--- src/verilog/tas_defs.vh ---
// Constants for the touch converter sequencer
`ifndef TAS_DEFS_VH
`define TAS_DEFS_VH
`define TAS_REF_HZ 32'd50000000
`define TAS_OSC_HZ 32'd8000000
`define TAS_SAMPLE_CLKS 5'h03
`define TAS_DLY_BASE 12'h010
`define TAS_R_CTRL 4'h0
`define TAS_R_STAT 4'h1
`define TAS_R_REF 4'h2
`define TAS_R_TIM 4'h3
`define TAS_R_Y 4'h4
`define TAS_R_X 4'h5
`define TAS_R_Z1 4'h6
`define TAS_R_Z2 4'h7
`define TAS_R_BAT 4'h8
`define TAS_CTRL_RST 16'h0000
`define TAS_STAT_RST 16'h0000
`define TAS_REF_RST 16'h0000
`define TAS_TIM_RST 16'h0000
`define TAS_C_HOST 15
`define TAS_C_SCAN 13:10
`define TAS_C_RES 9:8
`define TAS_C_AVG 7:6
`define TAS_C_DIV 5:4
`define TAS_S_PIN 15:14
`define TAS_REF_ON 1
`define TAS_REF_HI 0
`define TAS_T_STAB 10:8
`define TAS_T_PRE 5:3
`define TAS_T_SENSE 2:0
`define TAS_SCAN_XY 4'h1
`define TAS_SCAN_XYZ 4'h2
`define TAS_SCAN_BAT 4'h3
`define TAS_RES_12 2'h0
`define TAS_RES_8 2'h1
`define TAS_RES_10 2'h2
`define TAS_CH_Y 3'h0
`define TAS_CH_X 3'h1
`define TAS_CH_Z1 3'h2
`define TAS_CH_Z2 3'h3
`define TAS_CH_BAT 3'h4
`define TAS_PIN_PEN 2'h0
`define TAS_PIN_DAV 2'h1
`define TAS_MASK_XY 5'h03
`define TAS_MASK_XYZ 5'h0F
`define TAS_MASK_BAT 5'h10
`endif

--- src/verilog/tas_top.v ---
// Touch converter sequencer with Avalon-MM register slave
//
// Decided for this implementation: the placing of the registers and register access over Avalon-MM.
`timescale 1ns/1ps
`default_nettype none
`include "tas_defs.vh"
module tas_top (
  // Clock and reset
  input wire ref_clk,
  input wire nrst,
  // Avalon-MM slave
  input wire [3:0] avs_address,
  input wire avs_read,
  input wire avs_write,
  input wire [31:0] avs_writedata,
  output reg [31:0] avs_readdata,
  output reg avs_waitrequest,
  // Panel and converter
  input wire pen_touch_n,
  input wire [11:0] adc_sample,
  output reg yminus_ground,
  output reg xplus_pullup_on,
  output reg y_drivers_on,
  output reg x_drivers_on,
  output reg z_drivers_on,
  output reg precharge_on,
  output reg adc_power_on,
  output reg [2:0] adc_channel,
  output reg ratiometric,
  // Reference
  output reg ref_enable,
  output reg ref_high,
  // Clocking and power
  input wire audio_dac_powered,
  input wire audio_tick,
  input wire hw_powerdown,
  output reg osc_enable,
  // Host interrupt
  output reg touch_or_result_ready_n
);
  localparam S_IDLE = 5'b00001;
  localparam S_DRIVE = 5'b00010;
  localparam S_CONV = 5'b00100;
  localparam S_PRE = 5'b01000;
  localparam S_SENSE = 5'b10000;

  reg [15:0] converter_control_word;
  reg [15:0] converter_status_word;
  reg [15:0] reference_word;
  reg [15:0] touch_detect_timing_word;
  reg [11:0] res_mem [0:4];
  reg [4:0] state;
  reg [2:0] ch;
  reg [2:0] last_ch;
  reg [4:0] run_mask;
  reg [11:0] dly;
  reg [15:0] acc;
  reg [4:0] avg_left;
  reg conv_start;
  reg host_start;
  reg [3:0] host_scan;
  reg [4:0] unread;
  reg pen_hold;
  reg set_done;
  reg [31:0] rd_mux;
  wire base_tick;
  wire conv_done;
  wire [11:0] conv_result;
  wire bus_req;
  wire [15:0] avg_val;
  wire rd_take;
  wire wr_take;
  wire host_mode;
  wire [3:0] scan;
  wire pen_det;
  wire self_start;
  wire start_now;
  wire [3:0] start_scan;
  wire [4:0] rd_clear;
  wire [15:0] acc_sum;
  wire touch_phase;

  function [11:0] dly_ticks;
    input [2:0] code;
    begin
      dly_ticks = `TAS_DLY_BASE << code;
    end
  endfunction

  function [2:0] avg_shift;
    input [1:0] code;
    begin
      case (code)
        2'h1: avg_shift = 3'h2;
        2'h2: avg_shift = 3'h3;
        2'h3: avg_shift = 3'h4;
        default: avg_shift = 3'h0;
      endcase
    end
  endfunction

  function [4:0] scan_mask;
    input [3:0] s;
    begin
      case (s)
        `TAS_SCAN_XY: scan_mask = `TAS_MASK_XY;
        `TAS_SCAN_XYZ: scan_mask = `TAS_MASK_XYZ;
        `TAS_SCAN_BAT: scan_mask = `TAS_MASK_BAT;
        default: scan_mask = 5'h00;
      endcase
    end
  endfunction

  tas_conv tas_conv_i (
    .ref_clk(ref_clk),
    .nrst(nrst),
    .audio_powered(audio_dac_powered),
    .audio_tick(audio_tick),
    .div(converter_control_word[`TAS_C_DIV]),
    .res(converter_control_word[`TAS_C_RES]),
    .start(conv_start),
    .sample_in(adc_sample),
    .base_tick(base_tick),
    .done(conv_done),
    .result(conv_result)
  );

  assign bus_req = avs_read || avs_write;
  assign avg_val = acc_sum >> avg_shift(converter_control_word[`TAS_C_AVG]);
  assign rd_take = avs_read && !avs_waitrequest;
  assign wr_take = avs_write && !avs_waitrequest;
  assign host_mode = converter_control_word[`TAS_C_HOST];
  assign scan = converter_control_word[`TAS_C_SCAN];
  assign pen_det = (state == S_IDLE) && !hw_powerdown && !pen_touch_n;
  assign self_start = pen_det && !host_mode &&
    ((scan == `TAS_SCAN_XY) || (scan == `TAS_SCAN_XYZ));
  assign start_now = (state == S_IDLE) && (self_start || host_start);
  assign start_scan = host_start ? host_scan : scan;
  assign rd_clear = (rd_take && avs_address >= `TAS_R_Y && avs_address <= `TAS_R_BAT) ?
    (5'h01 << (avs_address - `TAS_R_Y)) : 5'h00;
  assign acc_sum = acc + {4'h0, conv_result};
  assign touch_phase = (state == S_DRIVE) || (state == S_CONV);

  // Read data mux
  always @* begin
    rd_mux = 32'h0;
    case (avs_address)
      `TAS_R_CTRL: rd_mux = {16'h0, converter_control_word};
      `TAS_R_STAT: rd_mux = {16'h0, converter_status_word[`TAS_S_PIN], 1'b0,
        host_mode, state != S_IDLE, !pen_touch_n, 10'h000};
      `TAS_R_REF: rd_mux = {16'h0, reference_word};
      `TAS_R_TIM: rd_mux = {16'h0, touch_detect_timing_word};
      `TAS_R_Y: rd_mux = {20'h0, res_mem[0]};
      `TAS_R_X: rd_mux = {20'h0, res_mem[1]};
      `TAS_R_Z1: rd_mux = {20'h0, res_mem[2]};
      `TAS_R_Z2: rd_mux = {20'h0, res_mem[3]};
      `TAS_R_BAT: rd_mux = {20'h0, res_mem[4]};
      default: rd_mux = 32'h0;
    endcase
  end

  // Bus slave and registers
  always @(posedge ref_clk) begin
    if (!nrst) begin
      avs_waitrequest <= 1'b1;
      avs_readdata <= 32'h0;
      converter_control_word <= `TAS_CTRL_RST;
      converter_status_word <= `TAS_STAT_RST;
      reference_word <= `TAS_REF_RST;
      touch_detect_timing_word <= `TAS_TIM_RST;
    end else begin
      avs_waitrequest <= !(bus_req && avs_waitrequest);
      if (bus_req && avs_waitrequest)
        avs_readdata <= avs_read ? rd_mux : 32'h0;
      if (wr_take) begin
        case (avs_address)
          `TAS_R_CTRL: converter_control_word <= avs_writedata[15:0];
          `TAS_R_STAT: converter_status_word <= avs_writedata[15:0];
          `TAS_R_REF: reference_word <= avs_writedata[15:0];
          `TAS_R_TIM: touch_detect_timing_word <= avs_writedata[15:0];
          default: ;
        endcase
      end
    end
  end

  // Host start request, taken when the sequencer is idle
  always @(posedge ref_clk) begin
    if (!nrst) begin
      host_start <= 1'b0;
      host_scan <= 4'h0;
    end else if (wr_take && avs_address == `TAS_R_CTRL && avs_writedata[`TAS_C_HOST] &&
        scan_mask(avs_writedata[`TAS_C_SCAN]) != 5'h00) begin
      host_start <= 1'b1;
      host_scan <= avs_writedata[`TAS_C_SCAN];
    end else if (start_now || !host_mode) begin
      host_start <= 1'b0;
    end
  end

  // Scan sequencer
  always @(posedge ref_clk) begin
    if (!nrst) begin
      state <= S_IDLE;
      ch <= `TAS_CH_Y;
      last_ch <= `TAS_CH_Y;
      run_mask <= 5'h00;
      dly <= 12'h000;
      acc <= 16'h0000;
      avg_left <= 5'h00;
      conv_start <= 1'b0;
      set_done <= 1'b0;
      res_mem[0] <= 12'h000;
      res_mem[1] <= 12'h000;
      res_mem[2] <= 12'h000;
      res_mem[3] <= 12'h000;
      res_mem[4] <= 12'h000;
    end else begin
      conv_start <= 1'b0;
      set_done <= 1'b0;
      case (state)
        S_IDLE: begin
          if (start_now) begin
            state <= S_DRIVE;
            run_mask <= scan_mask(start_scan);
            ch <= (start_scan == `TAS_SCAN_BAT) ? `TAS_CH_BAT : `TAS_CH_Y;
            case (start_scan)
              `TAS_SCAN_XYZ: last_ch <= `TAS_CH_Z2;
              `TAS_SCAN_BAT: last_ch <= `TAS_CH_BAT;
              default: last_ch <= `TAS_CH_X;
            endcase
            dly <= dly_ticks(touch_detect_timing_word[`TAS_T_STAB]);
          end
        end
        S_DRIVE: begin
          if (base_tick) begin
            if (dly == 12'h000) begin
              state <= S_CONV;
              conv_start <= 1'b1;
              acc <= 16'h0000;
              avg_left <= 5'h01 << avg_shift(converter_control_word[`TAS_C_AVG]);
            end else begin
              dly <= dly - 12'h001;
            end
          end
        end
        S_CONV: begin
          if (conv_done) begin
            acc <= acc_sum;
            if (avg_left == 5'h01) begin
              res_mem[ch] <= avg_val[11:0];
              if (ch == last_ch) begin
                state <= S_IDLE;
                set_done <= 1'b1;
              end else begin
                state <= S_PRE;
                dly <= dly_ticks(touch_detect_timing_word[`TAS_T_PRE]);
              end
            end else begin
              avg_left <= avg_left - 5'h01;
              conv_start <= 1'b1;
            end
          end
        end
        S_PRE: begin
          if (base_tick) begin
            if (dly == 12'h000) begin
              state <= S_SENSE;
              dly <= dly_ticks(touch_detect_timing_word[`TAS_T_SENSE]);
            end else begin
              dly <= dly - 12'h001;
            end
          end
        end
        S_SENSE: begin
          if (base_tick) begin
            if (dly != 12'h000) begin
              dly <= dly - 12'h001;
            end else if (pen_touch_n || hw_powerdown) begin
              state <= S_IDLE;
            end else begin
              state <= S_DRIVE;
              ch <= ch + 3'h1;
              dly <= dly_ticks(touch_detect_timing_word[`TAS_T_STAB]);
            end
          end
        end
        default: state <= S_IDLE;
      endcase
    end
  end

  // Panel switches, clocks and reference
  always @(posedge ref_clk) begin
    if (!nrst) begin
      yminus_ground <= 1'b1;
      xplus_pullup_on <= 1'b1;
      y_drivers_on <= 1'b0;
      x_drivers_on <= 1'b0;
      z_drivers_on <= 1'b0;
      precharge_on <= 1'b0;
      adc_power_on <= 1'b0;
      adc_channel <= `TAS_CH_Y;
      ratiometric <= 1'b1;
      ref_enable <= 1'b0;
      ref_high <= 1'b0;
      osc_enable <= 1'b0;
    end else begin
      yminus_ground <= (state == S_IDLE) || (state == S_SENSE) ||
        (touch_phase && ch == `TAS_CH_Y);
      xplus_pullup_on <= ((state == S_IDLE) && !hw_powerdown) ||
        (state == S_SENSE);
      y_drivers_on <= touch_phase && ch == `TAS_CH_Y;
      x_drivers_on <= touch_phase && ch == `TAS_CH_X;
      z_drivers_on <= touch_phase && (ch == `TAS_CH_Z1 || ch == `TAS_CH_Z2);
      precharge_on <= state == S_PRE;
      adc_power_on <= state == S_CONV;
      adc_channel <= ch;
      ratiometric <= ch != `TAS_CH_BAT;
      ref_enable <= reference_word[`TAS_REF_ON] && ch == `TAS_CH_BAT;
      ref_high <= reference_word[`TAS_REF_HI];
      osc_enable <= !audio_dac_powered && (state != S_IDLE || start_now);
    end
  end

  // Touch and data-ready output
  always @(posedge ref_clk) begin
    if (!nrst) begin
      unread <= 5'h00;
      pen_hold <= 1'b0;
      touch_or_result_ready_n <= 1'b1;
    end else begin
      unread <= (unread & ~rd_clear) | (set_done ? run_mask : 5'h00);
      if (pen_det)
        pen_hold <= 1'b1;
      else if (set_done)
        pen_hold <= 1'b0;
      case (converter_status_word[`TAS_S_PIN])
        `TAS_PIN_PEN: touch_or_result_ready_n <= !pen_det;
        `TAS_PIN_DAV: touch_or_result_ready_n <= (unread == 5'h00);
        default: touch_or_result_ready_n <= set_done || !(pen_det || pen_hold);
      endcase
    end
  end
endmodule // tas_top
`default_nettype wire

--- src/verilog/tas_conv.v ---
// Converter clocking and conversion timing
`timescale 1ns/1ps
`default_nettype none
`include "tas_defs.vh"
module tas_conv (
  // Clock and reset
  input wire ref_clk,
  input wire nrst,
  // Clock source
  input wire audio_powered,
  input wire audio_tick,
  input wire [1:0] div,
  input wire [1:0] res,
  // Conversion
  input wire start,
  input wire [11:0] sample_in,
  output reg base_tick,
  output reg done,
  output reg [11:0] result
);
  reg [31:0] phase;
  reg [2:0] div_cnt;
  reg [4:0] cnt;
  reg busy;
  wire [31:0] next_phase;
  wire src_tick;
  wire conv_tick;

  function [4:0] res_bits;
    input [1:0] r;
    begin
      case (r)
        `TAS_RES_8: res_bits = 5'h08;
        `TAS_RES_10: res_bits = 5'h0A;
        default: res_bits = 5'h0C;
      endcase
    end
  endfunction

  assign next_phase = phase + `TAS_OSC_HZ;
  assign src_tick = audio_powered ? audio_tick : base_tick;
  assign conv_tick = src_tick && (div_cnt == ((3'h1 << div) - 3'h1));

  always @(posedge ref_clk) begin
    if (!nrst) begin
      phase <= 32'h0;
      base_tick <= 1'b0;
      div_cnt <= 3'h0;
      cnt <= 5'h00;
      busy <= 1'b0;
      done <= 1'b0;
      result <= 12'h000;
    end else begin
      // Oscillator stopped while audio clocks run
      if (audio_powered) begin
        phase <= 32'h0;
        base_tick <= audio_tick;
      end else if (next_phase >= `TAS_REF_HZ) begin
        phase <= next_phase - `TAS_REF_HZ;
        base_tick <= 1'b1;
      end else begin
        phase <= next_phase;
        base_tick <= 1'b0;
      end
      // Programmed divider for the converter clock
      if (conv_tick)
        div_cnt <= 3'h0;
      else if (src_tick)
        div_cnt <= div_cnt + 3'h1;
      done <= 1'b0;
      // Fewer bits, fewer converter clocks
      if (start) begin
        busy <= 1'b1;
        cnt <= res_bits(res) + `TAS_SAMPLE_CLKS;
      end else if (busy && conv_tick) begin
        if (cnt == 5'h01) begin
          busy <= 1'b0;
          done <= 1'b1;
          result <= sample_in >> (5'h0C - res_bits(res));
        end
        cnt <= cnt - 5'h01;
      end
    end
  end
endmodule // tas_conv
`default_nettype wire

--- config.mk ---
export PLATFORM = sky130hd
export DESIGN_NAME = tas_top
export DESIGN_NICKNAME = d
export VERILOG_FILES = /design/src/verilog/tas_top.v /design/src/verilog/tas_conv.v
export VERILOG_INCLUDE_DIRS = /design/src /design/src/verilog
export SDC_FILE = /design/constraint.sdc
export NUM_CORES = 1
export LEC_CHECK = 0
export ABC_AREA = 1
export BUFFER_PORTS_ARGS = -buffer_cell sky130_fd_sc_hd__buf_2
export CAP_MARGIN = 20
export CORE_MARGIN = 2
export CORE_UTILIZATION = 50
export DETAILED_ROUTE_END_ITERATION = 10
export GPL_ROUTABILITY_DRIVEN = 0
export PLACE_DENSITY = 0.68
export SKIP_LAST_GASP = 1
export SYNTH_ARGS = -nofsm -noshare
export SYNTH_HDL_FRONTEND = slang
export SYNTH_SLANG_ARGS = --single-unit
export TNS_END_PERCENT = 50
--- constraint.sdc ---
create_clock -name ref_clk -period 4.3 [get_ports ref_clk]
set_input_delay 0.86 -clock ref_clk [delete_from_list [all_inputs] [get_ports ref_clk]]
set_output_delay 0.86 -clock ref_clk [all_outputs]
set_load 0.02 [all_outputs]
# Yosys cells after proc, flatten, opt, wreduce, memory -nomap -nowiden
# Memory sizes are Yosys's and may differ from the RTL's.
# Index checks and enable logic that the tools add are counted.
# totals
in_bits	56
n_memories	1
out_inout_bits	48
wordCells	282
reg_bits	229
ram_bits	60
# classes
shifts	8
bitwise	6
n_eq_ne	51
n_reduce_logical	72
n_lt_le_gt_ge	3
add_sub_neg	12
muxes	90
# memory_table
name	depth	width	rd	rd_ports_with_merged_regs	write_ports	line	text
res_mem	5	12	5	0	5	tas_top.v:51	reg [11:0] res_mem [0:4];
# ops
cell	count
two-way mux 12 bit	12
one-hot mux 16 bit (9 select lines)	1
two-way mux 5 bit	24
two-way mux 32 bit	2
one-hot mux 12 bit (5 select lines)	1
two-way mux 16 bit	3
left shift 5 x 3 -> 12 bit, first input constant	3
adder 32 x 23 -> 32 bit, second input constant	1
greater-or-equal comparator 32 x 26 -> 1 bit, second input constant	1
one-hot mux 16 bit (2 select lines)	1
subtractor 32 x 26 -> 32 bit, second input constant	1
two-way mux 3 bit	10
one-hot mux 5 bit (3 select lines)	2
== test 4 x 2 -> 1 bit, second input constant	7
one-hot mux 5 bit (5 select lines)	1
two-way mux 1 bit	23
logical AND 1 bit	20
one-hot mux 3 bit (2 select lines)	3
adder 16 x 12 -> 16 bit	1
== test 4 x 1 -> 1 bit, second input constant	4
== test 4 x 3 -> 1 bit, second input constant	4
inequality test 2 bit, second input constant	8
right shift 16 x 3 -> 12 bit	1
== test 5 x 1 -> 1 bit, second input constant	3
55 further kinds	105

# Logic depth before layout (Yosys ltp)
# Gate-level depths: netlist (run 1).
# logic_depth
word_depth	10
depth_mapped	19
depth_no_buf	19

# Hierarchy
# Synthesis (run 1) repeated with hierarchy kept, for this count alone.
# unflattened
cells_unflattened	2051
area_unflattened_um2	14363.8
# modules_own_cells
module	cells_each	area_each_um2	seq_area_each_um2	n_inst
tas_top	1427	10587.7	4624.4	1
tas_conv	624	3776.1	960.9	1

# Worst setup path before layout (run 1)
# Ideal clock, no wire load.
# synth_path
path_kind	input to register
start	in nrst
end	mem res_mem[1][0], enable pin
arrival_ps	2308
path_buffers	2
t_required_ps	3950
setup_ps	350
stages	10
setup_slack_ps	1642
path_cell_list	clkbuf_1 > inv_2 > nor2_2 > nand2_1 > inv_1 > nand2_1 > nor3_1 > inv_1 > buf_2 > nand2_1
# synth_rtl
element	line	text
start: declaration	tas_top.v:10	input wire nrst,
end: declaration	tas_top.v:51	

==> impl_summary.md, run 1 <==
STA
Headroom to the max-slew limit came out at 0.301. The final number of max-transition violations is 0. The transition time at the pin with the least slew margin is between 1 and 1.5 ns. The number of failing hold endpoints at the final stage came to 0. The clock period could shrink to 3.17 ns.

Setup repair after global routing left no endpoint under its margin. The worst clock skew is ~0.015 ns. The period utilization is 0.736. The total negative slack for setup checks is 0 ns. The fmax is around 320 MHz. The count of endpoints failing setup in the final report is 0.

Route
The number of DRC markers in iteration 0 is 1005. For this block, the via count after detailed routing is between 10000 and 15000. The number of detailed-routing iterations run before antenna repair is 5.

The detailed-route DRC error count is 0. In this run the remaining antenna-violating nets after routing total 0. The total length of routed wires is about 37 mm. The ratio of routed vias to standard cells is between 5 and 6. The routed wire length per instance is 16.0 µm.

Power and ir drop
The share of total power dissipated in the clock network is 0.328. Of the total power, the share spent switching nets is 0.359. The internal portion of the total power is 0.00475 W. The net switching component of the power is around 0.0027 W. The largest vdd supply drop is 0.287 mV. Of the total power, combinational logic draws 0.311. The total power divided by cell area is 480 nW/µm². Of the total power, registers draw 0.360. The total leakage power is ~6.5 nW.

Synth
The mean area per synthesized cell is 7.39 µm². Of all cell types, the one taking the most synthesized area is dfxtp_1. Counting flops with a built-in enable in the synthesized netlist gives 60. After synthesis the netlist holds a flip-flop and latch count of between 200 and 250. By area the synthesized netlist is led by dfxtp_1 (27%), edfxtp_1 (13%), nand2_1 (10%). The top flip-flop cell by instance count after synthesis is dfxtp_1. The count of mapped cells out of synthesis is between 1500 and 2000.

The post-synthesis sequential area ratio is 0.401. The share of synthesized area in the top cell type comes to 0.272. The warning count from the yosys run is 0. The number of unique standard cell types used by synthesis is 61. The mapped cell area is between 10000 and 15000 µm². For this run, asynchronously set or reset flops after synthesis account for 0.

Global routing
The global-route usage over all layers is 0.256. The most utilized layer in the global route result is met2. The wire length of the first global-routing pass is between 60 and 70 mm.

For this run, global-route usage on met3 was measured as 0.0266. In the global route stage, met2 resource usage came out at 0.426. Entering global routing, the biggest net connects ~110 pins. The met1 global-route usage is 0.350. The via count of the first global-routing pass was roughly 12000. The initial antenna violation count is 0. For this run the aggregate overflow at the end of global routing stands at 0.

Setup path
By startpoint and endpoint, the worst setup path is classified as register to register. STA classifies the critical path endpoint as a register. The data arrival time of the critical path is between 3 and 4 ns.

The data required time of the worst path is between 4 and 5 ns. STA classifies the critical path startpoint as a register. Of all nets on the critical path, the largest fanout is 14. For flop-to-flop paths, the worst setup slack is roughly 1.1 ns.

Final layout
The layout cell share with drive strength beyond 1 is 0.123. The layout-stage area growth over the synthesis result is 10.9%. The number of antenna diodes in the final layout is 0. The count of nets after finishing is 2027. The post-route core utilization is 0.559.

Clocking
In this run the number of H-tree levels came out at 1. Buffers added to address setup during post-CTS repair amount to 0. The total of hold buffers inserted after clock tree synthesis is 0. No sink is reached through more buffers than the 3 on the longest clock path.

Clock tree synthesis found a total of approximately 250 sinks. The cell chosen for the clock root is clkbuf_16. After clock tree synthesis, the clock-pin slew on the worst setup and hold paths is roughly 0.06 ns. After clock tree synthesis, the repair step resized 0 gates.

The CTS tree is done. The clock insertion delay at the later pin of the skew report is 0.54 ns. In this run, CTS created clock tree buffers numbering 27.

Run status
The run finished with clean final reports.

Run
The total of max-cap violations is 0.

Die
The number of standard-cell rows in the floorplan is 61. The die area is between 20000 and 30000 µm². The initial utilization of the core area, before any placement, comes to 0.504. The boundary pin count is 104. The total area inside the core boundary comes to between 20000 and 30000 µm². In this run the horizontal extent of the chip is around 170 µm. The die height is about 170 µm.

Place
The total of buffers placed on input and output ports is 71. The HPWL after detailed placement is ~27 mm.

Min path
The min-delay analysis places its worst path in the category register to register.
cell type report:
class | instances | area, µm²
fill | 2678 | 12200
clock inverter | 11 | 143
inverter | 207 | 782
tap | 378 | 473
timing repair buffer | 84 | 453
multi-input combinational | 1365 | 7230
sequential | 249 | 5590
clock buffer | 38 | 790
logic make-up after synthesis:
family,count (synthesis),share of synthesized area
adder cells (fa/ha/maj),37,0.0338
flip-flops,249,0.401
XOR/XNOR,44,0.0277
other,1,0.000269
buffers and inverters,285,0.0848
AO/OA/AOI/OAI,390,0.165
AND/OR/NAND/NOR,875,0.286
multiplexers,3,0.00216
layer usage:
layer	vias to the layer above	part of all wire
met4	0	0.032
li1	6381	-
met1	5934	0.45
met3	81	0.054
met5	-	0
met2	373	0.46
state kept, by name, indices dropped and copies added, names as in the netlist, 3 cells and up:
name,cells
res_mem,60
tas_conv_i.phase,25
acc,16
avs_readdata,16
converter_control_word,16
reference_word,16
touch_detect_timing_word,16
dly,12
tas_conv_i.result,12
avg_left,5
state,5
tas_conv_i.cnt,5
unread,5
host_scan,4
adc_channel,3
ch,3
last_ch,3
tas_conv_i.div_cnt,3
critical path, stage by stage, from the launching register on:
cell and delay (ns):
dfxtp_1 0.32, nor2_1 0.21, nand4_1 0.12, buf_4 0.22, nor2_2 0.32, nand2_1 0.17
inv_1 0.11, nand2_1 0.08, nor3_1 0.32, inv_1 0.33, nand2_1 0.58
cell usage in the layout, fill, tap and decap left out, types with 6 or more instances in the layout:
| master | instances |
|---|---|
| a22oi_1 | 13 |
| nor3_1 | 26 |
| o21ai_0 | 126 |
| edfxtp_1 | 60 |
| o22ai_1 | 14 |
| nor2_2 | 14 |
| buf_2 | 71 |
| nand3b_1 | 8 |
| o211ai_1 | 13 |
| a21oi_1 | 146 |
| or2_2 | 8 |
| o31ai_1 | 6 |
| ha_1 | 36 |
| a32o_1 | 7 |
| o2111ai_1 | 6 |
| inv_1 | 190 |
| inv_2 | 12 |
| nand2_1 | 372 |
| nor2_1 | 225 |
| xor2_1 | 24 |
| clkbuf_16 | 28 |
| buf_4 | 13 |
| conb_1 | 16 |
| nand4_1 | 22 |
| nand3_1 | 135 |
| nand2_2 | 29 |
| a21oi_2 | 13 |
| a31oi_1 | 7 |
| xnor2_1 | 20 |
| nand2_4 | 9 |
| dfxtp_1 | 189 |
| a221oi_1 | 16 |
| nand3_2 | 12 |
power groups by stage:
stage	Combinational [W]	Clock, W	Sequential, W
4_1_cts	0.00231	0.00246	0.00267
5_1_grt	0.00260	0.00256	0.00269
3_5_place_dp	0.00230	0	0.00272
2_1_floorplan	0.00196	0	0.00271
6_report	0.00231	0.00243	0.00267
3_3_place_gp	0.00225	0	0.00271
synthesized netlist by cell type, types with 5 or more instances:
master / number
xnor2_1: 20
dfxtp_1: 189
nand2_2: 29
buf_2: 6
o211ai_1: 13
clkbuf_1: 48
nand2_1: 372
o22ai_1: 14
nor3_1: 26
edfxtp_1: 60
inv_2: 12
nand3_2: 12
o21ai_0: 126
o32ai_1: 5
buf_4: 17
nand2_4: 9
xor2_1: 24
o31ai_1: 6
a21oi_1: 146
nand3b_1: 8
nand3_1: 135
a32o_1: 7
nor2_2: 14
nor2_1: 225
inv_1: 190
nand4_1: 22
a221oi_1: 16
or2_2: 8
o2111ai_1: 6
nor2_4: 5
a22oi_1: 13
a31oi_1: 7
a21oi_2: 13
ha_1: 36
stage by stage:
step / total power [W] / worst slack, ns / hold slack, ns / cells / cell area [µm²]
2_1_floorplan: 0.00467 / 1.64 / 0.417 / 1899 / 14000
3_3_place_gp: 0.00496 / 1.07 / 0.434 / 2283 / 14500
3_5_place_dp: 0.00501 / 1.03 / 0.439 / 2283 / 14500
4_1_cts: 0.00744 / 1.14 / 0.451 / 2332 / 15500
5_1_grt: 0.00785 / 0.924 / 0.477 / 2332 / 15500
6_report: 0.00741 / 1.13 / 0.448 / 2332 / 15500
worst paths after layout:
path / startpoint / to / depth (start not counted)
setup / recovery: state[1] / res_mem[1][0] / 10
hold / removal: host_scan[2] / host_scan[2] / 2
setup reg to reg: state[1] / res_mem[1][0] / 10
hold reg to reg: host_scan[2] / host_scan[2] / 2
Power figures use the tool's default switching activity.
==> inputs of run 2 (changes only) <==
--- a/config.mk
+++ b/config.mk
@@ -6,14 +6,14 @@
 export SDC_FILE = /design/constraint.sdc
 export NUM_CORES = 1
 export LEC_CHECK = 0
-export ABC_AREA = 1
+export ABC_AREA = 0
 export BUFFER_PORTS_ARGS = -buffer_cell sky130_fd_sc_hd__buf_2
 export CAP_MARGIN = 20
 export CORE_MARGIN = 2
 export CORE_UTILIZATION = 50
 export DETAILED_ROUTE_END_ITERATION = 10
 export GPL_ROUTABILITY_DRIVEN = 0
-export PLACE_DENSITY = 0.68
+export PLACE_DENSITY = 0.71
 export SKIP_LAST_GASP = 1
 export SYNTH_ARGS = -nofsm -noshare
 export SYNTH_HDL_FRONTEND = slang
==> constraint.sdc (replaced) <==
create_clock -name ref_clk -period 2.8 [get_ports ref_clk]
set_input_delay 0.56 -clock ref_clk [delete_from_list [all_inputs] [get_ports ref_clk]]
set_output_delay 0.56 -clock ref_clk [all_outputs]
set_load 0.02 [all_outputs]
==> impl_summary.md, run 2 <==
Setup path
For the worst setup path, the data arrival time is about 3.4 ns. The kind of critical path is register to register. On the critical path the largest part of the delay comes from simple AND/OR/NAND/NOR gates.

The critical path startpoint category is a register. The instance count on the critical path is 12. The number of cells on the worst reg-to-reg path is 12. The number of buffers and inverters on the critical path is 3.

The highest cell delay on the worst timing path is between 0.5 and 0.6 ns. Traced cell by cell, the critical path runs through or4_4, buf_4, a31oi_4, buf_4, nor2_1, and2_1, o21ba_4, and3_4, buf_6, nor4b_4, xnor2_1, nor2_1. The data required time of the worst path is 3.21 ns. The largest fanout on the critical path is 10.

STA classifies the critical path endpoint as a register. The library cell contributing the largest single delay on the critical path is or4_4.

Final layout
The repair_antennas step left the layout with diodes totalling 0. More flip-flops sit in one register than any other, and that register is res_mem. Fill cells in the final layout number about 2200. The largest registers in the layout are res_mem (60), tas_conv_i.phase (25). The most common library cell in the layout ignoring fill and taps is nand2_1. At the end of the flow the core is filled with cells to 0.644.

Of the cells placed in the final design, the portion with a size suffix greater than 1 is 0.260. The layout-stage area growth over the synthesis result is 26.3%. The area of combinational cells with multiple inputs is around 8300 µm². The flip-flop count of the largest register after layout is 60. At the end of the flow, the number of nets in the layout was slightly below 2000. In the layout the commonest cells are nand2_1 (223), nor2_1 (210), dfxtp_1 (178), buf_4 (178), a21oi_1 (138). The area taken by flip-flops and latches is between 5000 and 6000 µm².

Synth
For this run, the leading register cell type out of synthesis is dfxtp_1. The cell type with the largest total area after synthesis is dfxtp_1. The number of enable-type register cells in the synthesized netlist is 60. Counting flops and latches in the post-synthesis netlist gives 249. Of the post-synthesis cell area, the dominant cell type holds 0.275. Counting instances in the post-synthesis netlist gives the leading cell types as nor2_1 (229), nand2_1 (224), dfxtp_1 (189). The count of mapped cells out of synthesis is 1652. The mean area per synthesized cell is roughly 8.3 µm².

The mapped cell area is roughly 14000 µm². nor2_1 is the most common cell in the netlist. For this run, the register share of the synthesized area comes to 0.406.

The Yosys step of the flow raised 0 warnings. Counting distinct cell types in the post-synthesis netlist gives 87. By area the synthesized netlist is led by dfxtp_1 (28%), edfxtp_1 (13%), nor2_1 (6.3%).

The fraction of registers with async set or reset after synthesis is 0.

Die
For this configuration, the core starts out at a cell density of 0.510. The boundary pin count is 104. The die covers around 29000 µm². The die height is 170 µm. The die span in x is between 150 and 200 µm. The area of the core region is between 20000 and 30000 µm². The number of standard-cell rows in the floorplan is 60.

STA
For the pin with the worst max-slew slack, the measured transition is about 0.65 ns. The period utilization is 1.05. The count of endpoints failing setup in the final report is 57. Headroom to the max-slew limit came out at 0.568. The setup slack of the critical path after layout is -0.147 ns. After layout, the minimum clock period comes to between 2 and 3 ns. Setup repair after global routing could not meet its margin everywhere. The worst clock skew is between 0.01 and 0.015 ns. Timing would allow up to 339 MHz.

The final number of max-transition violations is 0. The number of failing hold endpoints at the final stage is 0.

Run
The total of max-cap violations is 0.

Run status
The flow ran to the end, but the final reports show violations. The final reports fail on setup timing.

Route
Before antenna repair, the detailed router went through 6 iterations. The remaining antenna violation count after routing is 0. The via count of the routed design is roughly 13000. The detailed router finished its first iteration with approximately 1300 violations. The total length of routed wires is 41.7 mm. After detailed routing, the average wire length per cell comes to ~19 µm. The detailed-route DRC error count is 0. The ratio of routed vias to standard cells is approximately 6.0.

Power and ir drop
For this design the ratio of total power to cell area is around 760 nW/µm². Summing internal, switching and leakage power gives 0.0132 W. The largest vdd supply drop is about 0.52 mV. The total leakage power is 6.65 nW.

Global routing
The via count of the first global-routing pass is about 12000. For this run, the total global-route usage over all layers was measured as 0.275. The pin count of the biggest net entering global routing is 73. The first global-routing pass estimated between 60 and 70 mm of wire. The initial antenna violation count is 1.

The aggregate global routing overflow is 0.

Min path
The min-delay analysis places its worst path in the category primary input to register. Along the worst hold path, the cell count comes to 3.

Clocking
The number of levels the H-tree was split into is 1. The TritonCTS buffer count is 28. The deepest clock path buffer count is 3. Clock latency on the worst-skew pair, taken at its later pin, is roughly 0.55 ns.

For this design, the CTS-stage hold fixing added 0 buffers. The clock-pin slew on the worst setup and hold paths is roughly 0.06 ns. TritonCTS built the clock tree.

The CTS sink count is about 250. The cell chosen for the clock root is clkbuf_16.

Place
Input and output buffers added on the ports amount to slightly above 70. The HPWL after detailed placement is ~28 mm.
-- run 2: changes by cell type after synthesis, moves of 19 or more --
cell / delta
and3_1: +21
inv_1: -158
nand2_2: -29
nand3_1: -89
a22oi_1: +19
o21ai_0: -54
clkbuf_1: +35
nand2_1: -148
nor2b_1: +25
-- run 2: worst paths after layout --
path | start | end | slack [ns]
worst max register to register | tas_conv_i.phase[21] | tas_conv_i.phase[27] | -0.15
worst max-delay path | tas_conv_i.phase[21] | tas_conv_i.phase[27] | -0.15
worst min register to register | reference_word[7] | reference_word[7] | 0.46
worst min-delay path | avs_writedata[2] | reference_word[2] | 0.28
-- run 2: where the power goes --
part	total (W)	internal, W	switching [W]
clock network	0.00404	0.00253	0.00151
logic	0.00500	0.00236	0.00263
registers	0.00415	0.00391	0.000243
total	0.0132	0.00880	0.00439
-- run 2: area by class of cell --
| class | instances | share of cell area |
|---|---|---|
| clock buffer | 37 | 0.0453 |
| clock inverter | 15 | 0.0139 |
| inverter | 34 | 0.00750 |
| multi-input combinational | 1268 | 0.479 |
| sequential | 249 | 0.323 |
| tap | 341 | 0.0246 |
| timing repair buffer | 262 | 0.107 |
-- run 2: cell families after synthesis --
family                   count (synthesis)  synth area share
multiplexers                            44            0.0434
AND/OR/NAND/NOR                        681             0.226
buffers and inverters                  152            0.0479
AO/OA/AOI/OAI                          428             0.204
XOR/XNOR                                60            0.0382
flip-flops                             249             0.406
other                                    1          0.000273
adder cells (fa/ha/maj)                 37            0.0342
-- run 2: through the flow --
stage | hold WS (ns) | std cells | worst slack (ns) | cell area, µm² | setup TNS [ns]
6_report | 0.280 | 2206 | -0.147 | 17400 | -2.99
5_1_grt | 0.276 | 2206 | -0.236 | 17400 | -12.15
4_1_cts | 0.263 | 2188 | -0.113 | 16700 | -1.15
3_5_place_dp | 0.449 | 2116 | -0.247 | 15300 | -9.04
3_3_place_gp | 0.441 | 2116 | -0.184 | 15300 | -5.76
2_1_floorplan | 0.432 | 1667 | -0.0253 | 13800 | -0.0871
-- run 2: worst register-to-register path: stages (launching register included) --
cell,delay [ns]
dfxtp_2,0.32
or4_4,0.56
buf_4,0.17
a31oi_4,0.20
buf_4,0.22
nor2_1,0.08
and2_1,0.18
o21ba_4,0.25
and3_4,0.21
buf_6,0.14
nor4b_4,0.27
xnor2_1,0.15
nor2_1,0.06
-- run 2: per-layer routing --
| metal | routed length (µm) | up-vias | share of wire | GRT usage |
|---|---|---|---|---|
| li1 | - | 6268 | - | - |
| met1 | 17400 | 6329 | 0.42 | 0.371 |
| met2 | 19900 | 500 | 0.48 | 0.453 |
| met3 | 3180 | 100 | 0.076 | 0.0456 |
| met4 | 1230 | 2 | 0.030 | 0.0881 |
| met5 | 10 | - | 0.00024 | 0 |
-- run 2: repair_timing --
item / 4_1_cts / 5_1_grt
pin swaps: 12 / 68
gates resized for setup: 43 / 132
setup buffers: 19 / 17
gates cloned: 1 / 1
setup endpoints to repair: 93 / 111
